File: src/core/sci_rx_pkg.sv
// Purpose: Shared constants and types of the serial receiver.
// Assumes: 100 MHz bus clock, 32-bit AXI4-Lite register access.
// Notes: Sample ticks run at sixteen per bit time.
package sci_rx_pkg;
  // ---------------------------------------------------------------
  // Register map
  // ---------------------------------------------------------------
  localparam int AXI_AW = 8;
  localparam logic [7:0] SERIAL_CONTROL_ONE_OFS = 8'h00;
  localparam logic [7:0] SERIAL_STATUS_ONE_OFS = 8'h04;
  localparam logic [7:0] RECEIVE_DATA_BUFFER_OFS = 8'h08;
  localparam logic [7:0] BAUD_DIVISOR_OFS = 8'h0c;
  localparam logic [1:0] RESP_OK = 2'h0;
  localparam logic [1:0] RESP_SLVERR = 2'h2;
  // ---------------------------------------------------------------
  // Control bits
  // ---------------------------------------------------------------
  localparam int C_NINE_BIT = 0;
  localparam int C_WAKE_ADDR = 1;
  localparam int C_QUIET_START = 2;
  localparam int C_PAR_EN = 3;
  localparam int C_PAR_ODD = 4;
  localparam int C_RX_EN = 5;
  localparam int C_STANDBY = 6;
  localparam int C_FULL_IE = 7;
  localparam int C_QUIET_IE = 8;
  localparam int C_OVR_IE = 9;
  localparam int C_NOISE_IE = 10;
  localparam int C_FRAME_IE = 11;
  localparam int C_PAR_IE = 12;
  localparam int CTL_W = 13;
  // ---------------------------------------------------------------
  // Status bits
  // ---------------------------------------------------------------
  localparam int S_FULL = 0;
  localparam int S_QUIET = 1;
  localparam int S_OVR = 2;
  localparam int S_NOISE = 3;
  localparam int S_FRAME = 4;
  localparam int S_PAR = 5;
  localparam int S_BRK = 6;
  localparam int STF_W = 7;
  // ---------------------------------------------------------------
  // Timing
  // ---------------------------------------------------------------
  localparam int CLK_HZ = 100_000_000;
  localparam int BAUD_RST = 9600;
  localparam int RT_PER_BIT = 16;
  localparam logic [15:0] DIV_RST = 16'(CLK_HZ / (RT_PER_BIT * BAUD_RST) - 1);
  localparam logic [4:0] RT_FIRST = 5'h01;
  localparam logic [4:0] RT_V1 = 5'h03;
  localparam logic [4:0] RT_V2 = 5'h05;
  localparam logic [4:0] RT_V3 = 5'h07;
  localparam logic [4:0] RT_S1 = 5'h08;
  localparam logic [4:0] RT_S2 = 5'h09;
  localparam logic [4:0] RT_S3 = 5'h0a;
  localparam logic [4:0] RT_LAST = 5'h10;
  localparam logic [3:0] STOP_IDX8 = 4'h9;
  localparam logic [3:0] STOP_IDX9 = 4'ha;
  localparam logic [7:0] QUIET_TICKS8 = 8'ha0;
  localparam logic [7:0] QUIET_TICKS9 = 8'hb0;
  localparam int STOP_T8 = 9 * RT_PER_BIT + 10;
  localparam int STOP_T9 = 10 * RT_PER_BIT + 10;

  typedef enum logic [1:0] {
    RX_HUNT = 2'b00,
    RX_START = 2'b01,
    RX_BITS = 2'b10
  } rx_state_t;

  function automatic logic maj3(input logic [2:0] s);
    return (s[0] & s[1]) | (s[0] & s[2]) | (s[1] & s[2]);
  endfunction

  function automatic logic split3(input logic [2:0] s);
    return (s != 3'b000) && (s != 3'b111);
  endfunction
endpackage

File: src/core/sci_receiver_errors_wakeup.sv
// Purpose: Asynchronous serial receiver with error flags and wakeup.
// Assumes: rxd is asynchronous; mode inputs are on the aclk domain.
// Notes: Status flags clear by a status read, then a data read.
// Function
// - Missing stop bit sets framing error flag
// - Break character also sets framing error
// - Framing error appears with receiver full
// - One bad stop sample noise, two framing
// - Resynchronise sample phase on falling edges
// - 8-bit stop sampling ends at 154
// - 9-bit stop sampling ends at 170
// - Standby bit mutes all receiver interrupts
// - Address mark clears standby, sets full
// - Waking idle clears standby, no flags
// - Quiet count starts after start/stop
// - Completed character sets receiver full flag
// - Idle flag after 10/11 ones
// - Overrun keeps old character, drops new
// - Noise on any bit sets noise
// - Parity mismatch sets parity error flag
// - Wait mode runs, blocks registers, wakes
// - Stop mode halts, keeps registers
// - Break without permission freezes flags
// - Break with permission lets clears stick
// - Sixteen ticks per bit, samples 8-10
//
// Local design decisions: the AXI4-Lite interface to the registers and the register offsets.
module sci_receiver_errors_wakeup (
  input wire logic aclk, // bus clock
  input wire logic aresetn, // synchronous reset
  input wire logic [sci_rx_pkg::AXI_AW-1:0] awaddr, // write address
  input wire logic awvalid, // write address valid
  output logic awready, // write address ready
  input wire logic [31:0] wdata, // write data
  input wire logic [3:0] wstrb, // byte strobes
  input wire logic wvalid, // write data valid
  output logic wready, // write data ready
  output logic [1:0] bresp, // write response
  output logic bvalid, // write response valid
  input wire logic bready, // write response ready
  input wire logic [sci_rx_pkg::AXI_AW-1:0] araddr, // read address
  input wire logic arvalid, // read address valid
  output logic arready, // read address ready
  output logic [31:0] rdata, // read data
  output logic [1:0] rresp, // read response
  output logic rvalid, // read data valid
  input wire logic rready, // read data ready
  input wire logic rxd, // receive line
  input wire logic wait_mode, // processor waits
  input wire logic stop_mode, // clocks halted
  input wire logic break_state, // debug break active
  input wire logic break_clear_allow, // clears allowed in break
  output logic rx_irq, // receive request
  output logic err_irq, // error request
  output logic wake_req // any enabled request
);
  import sci_rx_pkg::*;

  // ---------------------------------------------------------------
  // State
  // ---------------------------------------------------------------
  typedef struct packed {
    logic rx_s1;
    logic rx_s2;
    logic [2:0] hist;
    logic [15:0] pre;
    logic [15:0] div;
    logic [CTL_W-1:0] ctl;
    logic [STF_W-1:0] st;
    logic [STF_W-1:0] arm;
    logic [8:0] dat;
    rx_state_t rs;
    logic [4:0] rt;
    logic [3:0] bit_n;
    logic [2:0] smp;
    logic [8:0] sh;
    logic last1;
    logic nz;
    logic [7:0] ones;
    logic armed;
    logic [7:0] tcnt;
    logic rsy;
    logic aw_ok;
    logic [AXI_AW-1:0] awa;
    logic w_ok;
    logic [31:0] wd;
    logic [3:0] ws;
    logic bv;
    logic [1:0] br;
    logic rv;
    logic [31:0] rd;
    logic [1:0] rr;
  } state_t;

  state_t q;
  state_t d;
  logic line;
  logic [2:0] cur;
  logic tick;
  logic fall;
  logic count_ok;
  logic quiet_hit;
  logic done;
  logic stop_v;
  logic vote;
  logic par_bad;
  logic msb;
  logic am_wake;
  logic il_wake;
  logic deliver;
  logic ovr;
  logic clr_ok;
  logic [3:0] stop_n;
  logic [7:0] lim;

  assign line = q.rx_s2;
  assign cur = {q.smp[1:0], line};

  always_comb begin
    d = q;
    // A divisor written below the running count takes effect at once.
    tick = (q.pre >= q.div) && !stop_mode;
    fall = q.hist[0] && !line;
    count_ok = 1'b0;
    quiet_hit = 1'b0;
    done = 1'b0;
    stop_v = 1'b1;
    vote = 1'b0;
    am_wake = 1'b0;
    il_wake = 1'b0;
    deliver = 1'b0;
    ovr = 1'b0;
    clr_ok = !break_state || break_clear_allow;
    stop_n = q.ctl[C_NINE_BIT] ? STOP_IDX9 : STOP_IDX8;
    lim = q.ctl[C_NINE_BIT] ? QUIET_TICKS9 : QUIET_TICKS8;
    msb = q.ctl[C_NINE_BIT] ? q.sh[8] : q.sh[7];
    par_bad = q.ctl[C_PAR_EN] &&
              ((^(q.sh & {q.ctl[C_NINE_BIT], 8'hff})) != q.ctl[C_PAR_ODD]);
    d.rx_s1 = rxd;
    d.rx_s2 = q.rx_s1;
    // Stop mode freezes the tick divider; registers keep their values.
    if (!stop_mode) begin
      d.pre = tick ? 16'h0000 : q.pre + 16'h0001;
    end

    // ---------------------------------------------------------------
    // Register bus
    // ---------------------------------------------------------------
    if (q.bv && bready) begin
      d.bv = 1'b0;
    end
    if (q.rv && rready) begin
      d.rv = 1'b0;
    end
    if (awvalid && awready) begin
      d.aw_ok = 1'b1;
      d.awa = awaddr;
    end
    if (wvalid && wready) begin
      d.w_ok = 1'b1;
      d.wd = wdata;
      d.ws = wstrb;
    end
    if (q.aw_ok && q.w_ok) begin
      d.aw_ok = 1'b0;
      d.w_ok = 1'b0;
      d.bv = 1'b1;
      d.br = RESP_OK;
      // Registers are closed to the processor while it waits.
      if (wait_mode) begin
        d.br = RESP_SLVERR;
      end else begin
        case (q.awa)
          SERIAL_CONTROL_ONE_OFS: begin
            if (q.ws[0]) d.ctl[7:0] = q.wd[7:0];
            if (q.ws[1]) d.ctl[CTL_W-1:8] = q.wd[CTL_W-1:8];
          end
          BAUD_DIVISOR_OFS: begin
            if (q.ws[0]) d.div[7:0] = q.wd[7:0];
            if (q.ws[1]) d.div[15:8] = q.wd[15:8];
          end
          SERIAL_STATUS_ONE_OFS, RECEIVE_DATA_BUFFER_OFS: begin
          end
          default: begin
            d.br = RESP_SLVERR;
          end
        endcase
      end
    end
    if (arvalid && arready) begin
      d.rv = 1'b1;
      d.rr = RESP_OK;
      d.rd = 32'h0000_0000;
      if (wait_mode) begin
        d.rr = RESP_SLVERR;
      end else begin
        case (araddr)
          SERIAL_CONTROL_ONE_OFS: begin
            d.rd = {19'h0, q.ctl};
          end
          SERIAL_STATUS_ONE_OFS: begin
            d.rd = {24'h0, q.rs != RX_HUNT, q.st};
            // First clearing step; held back in a protected break.
            if (clr_ok) d.arm = q.st;
          end
          RECEIVE_DATA_BUFFER_OFS: begin
            d.rd = {23'h0, q.dat};
            // Second step clears what the status read armed.
            if (clr_ok) begin
              d.st = q.st & ~q.arm;
              d.arm = '0;
            end
          end
          BAUD_DIVISOR_OFS: begin
            d.rd = {16'h0, q.div};
          end
          default: begin
            d.rr = RESP_SLVERR;
          end
        endcase
      end
    end

    // ---------------------------------------------------------------
    // Receiver, advanced once per sample tick
    // ---------------------------------------------------------------
    if (tick) begin
      d.hist = {q.hist[1:0], line};
      d.tcnt = q.tcnt + 8'h01;
      case (q.rs)
        RX_HUNT: begin
          // A low after three highs is a candidate start edge.
          if (!line && (&q.hist)) begin
            d.rs = RX_START;
            d.rt = RT_FIRST;
            d.nz = 1'b0;
            d.smp = 3'b000;
            d.sh = 9'h000;
            d.last1 = 1'b0;
            d.tcnt = 8'h01;
            d.rsy = 1'b0;
          end
        end
        RX_START: begin
          d.rt = q.rt + 5'h01;
          if (q.rt == RT_V1 || q.rt == RT_V2 || q.rt == RT_V3 ||
              q.rt == RT_S1 || q.rt == RT_S2 || q.rt == RT_S3) begin
            d.smp = cur;
          end
          if (q.rt == RT_V3) begin
            if (maj3(cur)) begin
              d.rs = RX_HUNT;
            end else begin
              d.nz = split3(cur);
            end
          end
          if (q.rt == RT_S3 && cur != 3'b000) begin
            d.nz = 1'b1;
          end
          if (q.rt == RT_LAST) begin
            d.rs = RX_BITS;
            d.rt = RT_FIRST;
            d.bit_n = 4'h1;
            d.armed = 1'b1;
          end
        end
        RX_BITS: begin
          d.rt = (q.rt == RT_LAST) ? RT_FIRST : q.rt + 5'h01;
          if (q.rt == RT_LAST) begin
            d.bit_n = q.bit_n + 4'h1;
          end
          if (q.rt == RT_S1 || q.rt == RT_S2 || q.rt == RT_S3) begin
            d.smp = cur;
          end
          if (q.rt == RT_S3) begin
            vote = maj3(cur);
            d.last1 = vote;
            if (split3(cur)) begin
              d.nz = 1'b1;
            end
            if (q.bit_n == stop_n) begin
              done = 1'b1;
              stop_v = vote;
              d.rs = RX_HUNT;
            end else begin
              d.sh[q.bit_n - 4'h1] = vote;
            end
          end
          // A one-to-zero change restarts the bit phase; late edges
          // belong to the next bit, early ones to the current bit.
          if (fall && q.last1 && q.rt != RT_LAST &&
              (q.rt > RT_S3 || q.rt < RT_S1)) begin
            d.rt = RT_FIRST;
            d.rsy = 1'b1;
            if (q.rt > RT_S3) begin
              d.bit_n = q.bit_n + 4'h1;
            end
          end
        end
        default: begin
          d.rs = RX_HUNT;
        end
      endcase

      // Quiet-line counting of consecutive high ticks.
      count_ok = q.ctl[C_QUIET_START] ? (q.rs == RX_HUNT)
                                      : (q.rs != RX_START);
      if (!line) begin
        d.ones = 8'h00;
      end else if (count_ok && q.ones < lim) begin
        d.ones = q.ones + 8'h01;
        quiet_hit = (q.ones + 8'h01) == lim;
      end
    end

    // ---------------------------------------------------------------
    // Character delivery and wakeup
    // ---------------------------------------------------------------
    am_wake = done && q.ctl[C_STANDBY] && q.ctl[C_WAKE_ADDR] && msb;
    deliver = done && (!q.ctl[C_STANDBY] || am_wake);
    if (am_wake) begin
      d.ctl[C_STANDBY] = 1'b0;
    end
    if (deliver) begin
      // Judged after any clear in this cycle, so a read that empties
      // the buffer in the same cycle avoids a false overrun.
      if (d.st[S_FULL]) begin
        ovr = 1'b1;
        d.st[S_OVR] = 1'b1;
      end else begin
        d.dat = q.ctl[C_NINE_BIT] ? q.sh : {q.sh[7], q.sh[7:0]};
        d.st[S_FULL] = 1'b1;
        d.st[S_FRAME] = d.st[S_FRAME] | !stop_v;
        d.st[S_NOISE] = d.st[S_NOISE] | d.nz;
        d.st[S_PAR] = d.st[S_PAR] | par_bad;
        d.st[S_BRK] = d.st[S_BRK] | (!stop_v && q.sh == 9'h000);
      end
    end
    // Setting standby on a line already counted quiet does not wake until a low restarts the count.
    il_wake = quiet_hit && q.ctl[C_STANDBY] && !q.ctl[C_WAKE_ADDR];
    if (il_wake) begin
      d.ctl[C_STANDBY] = 1'b0;
    end else if (quiet_hit && q.armed && !q.ctl[C_STANDBY]) begin
      d.st[S_QUIET] = 1'b1;
      d.armed = 1'b0;
    end

    // A halted clock aborts any character in progress; the receiver returns to hunting.
    if (!q.ctl[C_RX_EN] || stop_mode) begin
      d.rs = RX_HUNT;
    end
    if (!q.ctl[C_RX_EN]) begin
      d.ones = 8'h00;
    end
  end

  always_ff @(posedge aclk) begin
    if (!aresetn) begin
      q <= '0;
      q.div <= DIV_RST;
    end else begin
      q <= d;
    end
  end

  // ---------------------------------------------------------------
  // Outputs
  // ---------------------------------------------------------------
  assign awready = !q.aw_ok && !q.bv;
  assign wready = !q.w_ok && !q.bv;
  assign bvalid = q.bv;
  assign bresp = q.br;
  assign arready = !q.rv;
  assign rvalid = q.rv;
  assign rdata = q.rd;
  assign rresp = q.rr;
  assign rx_irq = !q.ctl[C_STANDBY] &&
                  ((q.st[S_FULL] && q.ctl[C_FULL_IE]) ||
                   (q.st[S_QUIET] && q.ctl[C_QUIET_IE]));
  assign err_irq = !q.ctl[C_STANDBY] &&
                   (|(q.st[S_PAR:S_OVR] & q.ctl[C_PAR_IE:C_OVR_IE]));
  // Wakes a waiting processor; this path needs no register access.
  assign wake_req = rx_irq || err_irq;
endmodule

File: config.mk
export PLATFORM = sky130hd
export DESIGN_NAME = sci_receiver_errors_wakeup
export DESIGN_NICKNAME = d
export VERILOG_FILES = /design/src/core/sci_rx_pkg.sv /design/src/core/sci_receiver_errors_wakeup.sv
export SDC_FILE = /design/constraint.sdc
export NUM_CORES = 1
export LEC_CHECK = 0
export BUFFER_PORTS_ARGS = -buffer_cell sky130_fd_sc_hd__buf_2
export CAP_MARGIN = 20
export CORE_MARGIN = 3
export CORE_UTILIZATION = 40
export CTS_CLUSTER_DIAMETER = 80
export DETAILED_ROUTE_END_ITERATION = 6
export GPL_TIMING_DRIVEN = 1
export MAX_ROUTING_LAYER = met4
export PLACE_DENSITY_LB_ADDON = 0.08
export RECOVER_POWER = 100
export SYNTH_ARGS = -nofsm -noshare
export SYNTH_HDL_FRONTEND = slang
export SYNTH_SLANG_ARGS = --single-unit
File: constraint.sdc
create_clock -name aclk -period 4.48 [get_ports aclk]
set_input_delay 0.896 -clock aclk [delete_from_list [all_inputs] [get_ports aclk]]
set_output_delay 0.896 -clock aclk [all_outputs]
set_load 0.05 [all_outputs]
# == Word level (Yosys, flattened, before mapping) ==
# Cells that the tools add are included.
# classes
add_sub_neg,6
magnitude_cmp,6
eq_ne,34
n_mux,78
bitwise,16
reduce_logical,91
# op_table
operator,count
case mux 16 bit (4 select lines),1
2-to-1 mux 14 bit,3
2-to-1 mux 9 bit,4
2-to-1 mux 35 bit,1
== test 8 x 4 -> 1 bit (second input constant),4
logical AND 1 bit,32
2-to-1 mux 32 bit,1
2-to-1 mux 1 bit,29
2-to-1 mux 8 bit,3
AND reduction 4 bit,6
2-to-1 mux 11 bit,2
2-to-1 mux 2 bit,11
2-to-1 mux 7 bit,3
!= test 2 bit (second input constant),10
case mux 10 bit (2 select lines),1
2-to-1 mux 19 bit,1
adder 16 x 1 -> 16 bit (second input constant),1
adder 8 x 1 -> 8 bit (second input constant),2
== test 8 x 3 -> 1 bit (second input constant),2
greater-or-equal comparator 16 bit,1
zero test 8 bit,2
2-to-1 mux 16 bit,1
== test 5 x 4 -> 1 bit (second input constant),3
2-to-1 mux 5 bit,3
other kinds (51),104
# word_totals
register_bits,181
in_bits,64
output_inout_bits,44
wordCells,264

# == Logic depth before layout (Yosys ltp) ==
# Gate-level depths: netlist of the first run.
# logic_depth
depth_word,13
ltp_mapped,10
mapped_depth_nobuf,8

# == Worst setup path after synthesis of the first run ==
# Ideal clock, no wire load.
# synth_path
kind,input-to-reg
from,input araddr[1] in the netlist's numbering
to,register q[136] in the netlist's numbering
setup_time_ns,0.128
arrival_ns,2.386
t_required_ns,4.352
slack_ns,1.966
stages,7
path_buffers,1
path_cell_list,or4_1 nor3_2 nand2_1 or2_0 clkbuf_1 a22oi_1 nor2_1
# synth_between
elab_chain_cells,3
elab_cells_between_ends,7
cone_classes,eq/ne: 4; mux: 1; reduce/logical: 2
# synth_rtl
item,line,source
start: declaration,sci_receiver_errors_wakeup.sv:41,"input wire logic [sci_rx_pkg::AXI_AW-1:0] araddr,"
== test 8 x 3 -> 1 bit / == test 8 x 4 -> 1 bit (equally long branches),sci_receiver_errors_wakeup.sv:197,case (araddr)
!= test 2 bit (no line) / nonzero test 2 bit (equally long branches),--,
AND reduction 5 bit (no line),--,
end: declaration,sci_receiver_errors_wakeup.sv:95,state_t q;
# Parallel ways exist; a longest one is shown, timed or not.
# A chain may end at the register's enable or synchronous reset.

# == Final worst setup path of the first run ==
# layout_path
from,input aresetn
to,register q[126] in the netlist's numbering
# layout_between
elab_chain_cells,2
# layout_rtl
item,line,source
start: declaration,sci_receiver_errors_wakeup.sv:30,"input wire logic aresetn,"
NOT 1 bit (no line),--,
OR reduction 2 bit (no line),--,
# Every way passes these cells.

==> out/qor.yml, run 1 <==
power.share.combinational_pct: 5.7
min_period_over_period_pct: 82.2
drive_above_1_share_pct: 10.1
p_int_mw: 2.32
cts_hold_buf: 0
die_area_sq_um: 22100
tightest_slew_ns: 2.45
routed_wl_um: 21000
io_pins: 108
globalRouteTotalUtil_pct: 19.9
critical_path.slowest_cell: "clkbuf_1"
power.switching_uw: 779
synth_edf_count: 0
leakage_nw: 3.34
grt_pass1_vias: 6288
hp-class: "reg -> reg"
route.detailed.drc: 0
criticalPathCategory: "in -> reg"
outcome: "finished with violations"
die_w_um: 149
worst_path_largest_cell_delay_ns: 1.73
critPathRequiredTime_ns: 4.83
critPathLaunch: "aresetn"
start_util_pct: 41.2
rows: 51
port_buffers: 71
fin_tns_setup_ns: 0
antenna_left: 0
seq_area_frac_synth_pct: 37.9
synth_flop_cell: "dfxtp_1"
clkPwrFrac_pct: 48.8
synth_cells: 988
num-nets-final: 1104
cts-resized-gates: 0
die_h_um: 149
worstPathCellList: "buf_2 -> clkbuf_1 -> nand2_1 -> or3_1 -> mux2i_1"
grt_max_degree: 61
ys_ff_latch: 154
max_cap_violations: 1
clk_pin_slew_ns: 0.07
rsz0062_at_grt: "no"
cp-start-kind: "primary input"
r2r_start: "q[176]"
synth_top_area_share_pct: 37.9
drt_iter0_drc: 413
fmax_ghz: 0.271
coreArea_sq_um: 19700
setup-violations-final: 0
p_per_area_nw_per_um2: 347
clk_path_buf_depth: 2
ys_types: 74
yosys_warnings: 0
violations: "capacitance limit, slew limit"
antenna_found_initial: 2
areaGrowthSynthToFinish_pct: 10.1
worst_slack_ns: 0.795
crit_fanout: 54
cts_tree: "built"
maxSlewHeadroom_pct: -63.5
dr.pass1.iters: 4
cts_post_setup_buffers_inserted: 0
grt.overflow.total: 0
hold_viol: 0
ys_top_cells_by_area: "dfxtp_1 (38%), nand2_1 (7.9%), ha_1 (5.2%), a21oi_1 (4.5%), mux2i_1 (4.2%)"
n_fill_cell: 2017
async_flop_share_pct: 0
finalCriticalPeriod_ns: 3.68
ir_drop_uv: 222
hpwl_um: 15100
insertion_delay_ns: 0.43
crit_path_end_kind: "flop"
final-max-slew-violation-count: 55
cts_root_buf: "clkbuf_16"
synth_area_leader_cell: "dfxtp_1"
viasPerCell: 5.23
hold_start: "d[198]"
swShare_pct: 25.1
grt_pass1_wl_um: 34100
gp_congestion: 0.819
cts_sinks: 154
wl_per_cell_um: 16.3
dpl_worst_slack_ns: 1.13
cp.arrival_ns: 4.04
via_count: 6721
syn_area_sq_um: 8120
pwr-share-seq_pct: 45.6
cts_buffers: 17
finClkSkew_ns: 0.0126
htree_num_levels: 4
avgSynthCellArea_sq_um: 8.22
[flip-flops by register name, summed over array words and instances, names as in the netlist]
name and cells:
d 1, bresp 1, rresp 1, rdata 16, rvalid 1, bvalid 1
line 1, cur 2, q 130
[Yosys cell counts (6+ instances only)]
| library cell | count |
|---|---|
| o21ai_0 | 18 |
| xor2_1 | 7 |
| nor3_1 | 11 |
| a22oi_1 | 26 |
| nand2b_1 | 15 |
| mux4_2 | 8 |
| nand4_1 | 16 |
| nand3_1 | 36 |
| o21a_1 | 6 |
| and2_1 | 8 |
| nor2_1 | 84 |
| a21oi_1 | 73 |
| xnor2_1 | 10 |
| and3_1 | 9 |
| o22ai_1 | 9 |
| ha_1 | 34 |
| buf_2 | 10 |
| mux2i_1 | 34 |
| a31o_1 | 7 |
| buf_4 | 37 |
| inv_1 | 45 |
| clkbuf_1 | 42 |
| dfxtp_1 | 154 |
| nand2_1 | 171 |
[worst paths after layout]
check	cells past startpoint	endpoint	slack (ns)
worst min-delay path	1	line	0.44
worst min register to register	1	line	0.44
worst max register to register	8	q[128]	0.89
worst max-delay path	5	q[126]	0.80
[power by group through the flow]
| stage | registers, mW | clock network, mW | logic (mW) |
|---|---|---|---|
| 6_report | 1.41 | 1.51 | 0.176 |
| 4_1_cts | 1.41 | 1.54 | 0.181 |
| 5_1_grt | 1.42 | 1.61 | 0.195 |
| 3_3_place_gp | 1.44 | 0 | 0.180 |
| 2_1_floorplan | 1.44 | 0 | 0.148 |
| 3_5_place_dp | 1.44 | 0 | 0.181 |
[stage by stage]
stage                     power (mW)  hold WS [ns]  util (%)  instances  cell area, sq um
final                           3.10         0.442      45.4       1286              8940
after global routing            3.22         0.469      45.4       1286              8940
after CTS                       3.13         0.440      45.7       1284              9010
after detailed placement        1.62         0.424      42.6       1252              8400
after global placement          1.62         0.415      42.6       1252              8400
after floorplan                 1.59         0.412         -       1005              8190
[final cells by class]
class / instances / area, sq um / share of cell area [%]
Antenna cell: 2 / 5.00 / 0.0560
Clock inverter: 15 / 186 / 2.08
Clock buffer: 17 / 425 / 4.76
Tap cell: 265 / 332 / 3.71
Timing Repair Buffer: 76 / 343 / 3.83
Multi-Input combinational cell: 711 / 4400 / 49.2
Inverter: 46 / 173 / 1.93
Sequential cell: 154 / 3080 / 34.5
[cells by family after synthesis]
group,Yosys count,synth area share [%]
buf+inv,140,8.42
flops,154,37.9
other cells,1,0.0462
xor+xnor,17,1.83
mux,43,6.55
compound gates,205,17.2
simple gates,393,22.6
fa+ha+maj,35,5.36
[worst max-delay path: cells and delay by family]
| kind | cells | cell delay [ns] |
|---|---|---|
| muxes | 1 | 0.12 |
| and+or+nand+nor | 2 | 1.17 |
| buffers and inverters | 2 | 1.82 |
[layout by cell type (no fill, tap or decap), types with 16 or more instances in the layout]
cell type	Yosys	routed
a21oi_1	73	73
a22oi_1	26	26
clkbuf_16	0	17
clkbuf_1	42	30
buf_2	10	45
ha_1	34	34
nand3_1	36	37
inv_1	45	46
o21ai_0	18	18
nor2_1	84	84
conb_1	1	18
nand2_1	171	171
dfxtp_1	154	154
nand4_1	16	16
mux2i_1	34	34
[metal layers]
metal,share of wire (%),track usage (%),up-vias
li1,-,-,3451
met1,52,29.0,3136
met2,43,28.2,125
met3,3.7,4.36,9
met4,0.78,4.25,0
met5,0,-,-
(Power assumes the default switching activity.)
==> run 2: changes to the inputs <==
Settings changed: ABC_AREA from default to 1.
Clock period 4.48 ns to 3.8 ns, I/O delays scaled along.
==> run 2 against run 1 <==
Net effect:
- the run now ends clean
- wire length barely moved
- flip-flop and latch count did not move
- power is 16% higher
- first-iteration DRC count increased by 12%
- via count grew 9.5%
- register-to-register slack about the same
- clock skew up 0.0069 ns
- sequential power is 19% higher
==> out/qor.yml, run 2 <==
outcome: "finished clean"
p_per_area_nw_per_um2: 399  # +15%
antenna_found_initial: 0  # -2
avgSynthCellArea_sq_um: 6.94  # -16%
cts_root_buf: "clkbuf_16"
antenna_left: 0  # unchanged
fin_tns_setup_ns: 0  # unchanged
grt_pass1_vias: 6559  # +4.3%
p_int_mw: 2.64  # +14%
num-nets-final: 1308  # +18%
cp.arrival_ns: 3.26  # -0.78 ns
criticalPathCategory: "reg -> reg"
cts_hold_buf: 0  # unchanged
pwr-share-seq_pct: 46.7  # +1.1 points
tightest_slew_ns: 1.41  # -1.04 ns
worst_hold_path.num_cells: 2  # +1
num_antenna_cells: 0  # -2
power.share.combinational_pct: 6.4  # +0.7 points
finalNonFillerCells: 1488  # +16%
synth_most_common_cell: "nand2_1"
synth_top_area_share_pct: 38.0  # +0.082 points
clk_path_buf_depth: 2  # unchanged
use_met1_pct: 30.5  # +1.4 points
port_buffers: 71  # unchanged
route.detailed.drc: 0  # unchanged
cts_buffers: 17  # unchanged
rsz0062_at_grt: "no"
setup-violations-final: 0  # unchanged
ys_top_cells_by_area: "dfxtp_1 (38%), nand2_1 (11%), nor2_1 (8.0%), a21oi_1 (6.5%), ha_1 (5.2%)"
final_common_cell: "nand2_1"
worstPathCellList: "inv_1 -> ha_1 -> inv_1 -> nor2_8 -> inv_1 -> nor2_1 -> nand4_1 -> nor2_8 -> nand3_1 -> nand2_1"
insertion_delay_ns: 0.43  # about the same
yosys_warnings: 0  # unchanged
clk_pin_slew_ns: 0.07  # about the same
io_pins: 108  # unchanged
synth_compound_area_share_pct: 15.0  # -2.2 points
viasPerCell: 4.94  # -5.4%
async_flop_share_pct: 0  # unchanged
start_util_pct: 41.1  # -0.089 points
rows: 51  # unchanged
dpl_cell_area_sq_um: 8490  # +1.0%
finalCriticalPeriod_ns: 2.90
top_usage_layer: "met1"
hp-class: "reg -> reg"
synth_xor_area_share_pct: 2.27  # +0.44 points
dr.pass1.iters: 5  # +1
use_met2_pct: 27.6  # -0.62 points
cp-start-kind: "flop"
final-max-slew-violation-count: 0  # -100%
die_h_um: 148  # -0.10%
globalRouteTotalUtil_pct: 19.9  # +0.052 points
crit_fanout: 19  # -65%
synth_flop_cell: "dfxtp_1"
synth_fa_ha_area_share_pct: 5.25  # -0.11 points
grt_pass1_wl_um: 34300  # +0.71%
ff2ff_path_depth: 10  # +2
gp_congestion: 0.840  # +2.5%
drive_above_1_share_pct: 8.01  # -2.1 points
crit_path_end_kind: "flop"
cts_post_setup_buffers_inserted: 0  # unchanged
wl_per_cell_um: 14.1  # -14%
leakage_nw: 3.49  # +4.6%
ys_types: 45  # -39%
clkPwrFrac_pct: 46.9  # -1.9 points
hold_viol: 0  # unchanged
synth_cells: 1168  # +18%
synth_top_family_by_area: "simple AND/OR/NAND/NOR gates"
max_cap_violations: 0  # -1
grt.overflow.total: 0  # unchanged
power.switching_uw: 954  # +22%
top_register: "q"
critical_path.slowest_cell: "ha_1"
dp_cells: 1456  # +16%
fmax_ghz: 0.344
utilization_pct: 45.6  # +0.27 points
cts-resized-gates: 0  # unchanged
die_area_sq_um: 22000  # -0.21%
htree_num_levels: 4  # unchanged
swShare_pct: 26.5  # +1.4 points
synth_common_cells: "nand2_1 (242), nor2_1 (172), dfxtp_1 (154), inv_1 (108), a21oi_1 (105)"
critPathRequiredTime_ns: 4.16  # -0.67 ns
seq_area_frac_synth_pct: 38.0  # +0.082 points
coreArea_sq_um: 19700  # unchanged
syn_area_sq_um: 8110  # -0.22%
worst_path_largest_cell_delay_ns: 0.42  # -1.31 ns
areaGrowthSynthToFinish_pct: 11.0
mostFrequentLayoutCells: "nand2_1 (243), nor2_1 (174), dfxtp_1 (154)"
ys_ff_latch: 154  # unchanged
met3_usage_pct: 3.56  # -0.79 points
cts_sinks: 154  # unchanged
cts_tree: "built"
min_period_over_period_pct: 76.4
ir_drop_uv: 345  # +55%
routed_wl_um: 21000  # about the same
synthSimpleGateAreaFrac_pct: 28.3  # +5.7 points
maxSlewHeadroom_pct: 5.85  # +69 points
drt_iter0_drc: 462  # +12%
synth_mux_area_share_pct: 0  # -6.5 points
crit_top_cell: "inv_1"
finClkSkew_ns: 0.0195  # +0.00692 ns
hpwl_um: 15700  # +4.1%
grt_max_degree: 79  # +30%
largest_register_ffs: 130  # unchanged
synth_edf_count: 0  # unchanged
die_w_um: 148  # -0.10%
stdcell_area_sq_um: 9000  # +0.60%
via_count: 7358  # +9.5%
synth_area_leader_cell: "dfxtp_1"
[run 2: layout make-up]
| cell class | instances | area, sq um |
|---|---|---|
| clock buffers | 17 | 425 |
| repair buffers | 78 | 368 |
| flip-flops and latches | 154 | 3080 |
| fillers | 2106 | 10700 |
| multi-input cells | 835 | 4160 |
| well taps | 265 | 332 |
| clock inverters | 15 | 160 |
| inverters | 124 | 465 |
[run 2: cell families (layout without fill, tap and decap cells)]
logic type / Yosys count / after routing
AOI/OAI and AO/OA: 230 / 230
xor gates and xnor gates: 21 / 21
adders and majority gates: 34 / 34
buffers and inverters: 196 / 234
DFF: 154 / 154
other: 1 / 18
and+or+nand+nor: 532 / 532
[run 2: path summary, 6_finish.rpt]
check	slack [ns]	from	to
hold / removal	0.45	q[177]	rdata[14]
hold reg to reg	0.45	q[177]	rdata[14]
setup reg to reg	0.90	q[125]	q[146]
setup / recovery	0.90	q[125]	q[146]
[run 2: stage by stage]
stage	total power, mW	hold WS (ns)	setup WS, ns
floorplan	1.89	0.390	1.52
global placement	1.94	0.450	1.31
detailed placement	1.95	0.454	1.29
CTS	3.64	0.458	1.26
global route	3.73	0.477	0.639
finish	3.59	0.454	0.896
[run 2: power by group through the flow]
stage          Sequential [mW]  Clock [mW]  Combinational, mW
6_report                  1.68        1.69              0.230
5_1_grt                   1.68        1.79              0.260
4_1_cts                   1.68        1.73              0.234
3_5_place_dp              1.71           0              0.234
3_3_place_gp              1.71           0              0.232
2_1_floorplan             1.71           0              0.183
[run 2: worst max-delay path, delay by kind of cell, from the launching register on]
kind | cells | cell delay (ns)
simple gates | 6 | 1.46
flops | 1 | 0.33
buf+inv | 3 | 0.62
fa+ha+maj | 1 | 0.42
[run 2: routing by layer]
metal	wire, um	up-vias
met1	11200	3332
met3	1160	4
met4	95	0
met2	8610	177
met5	0	-
li1	-	3845
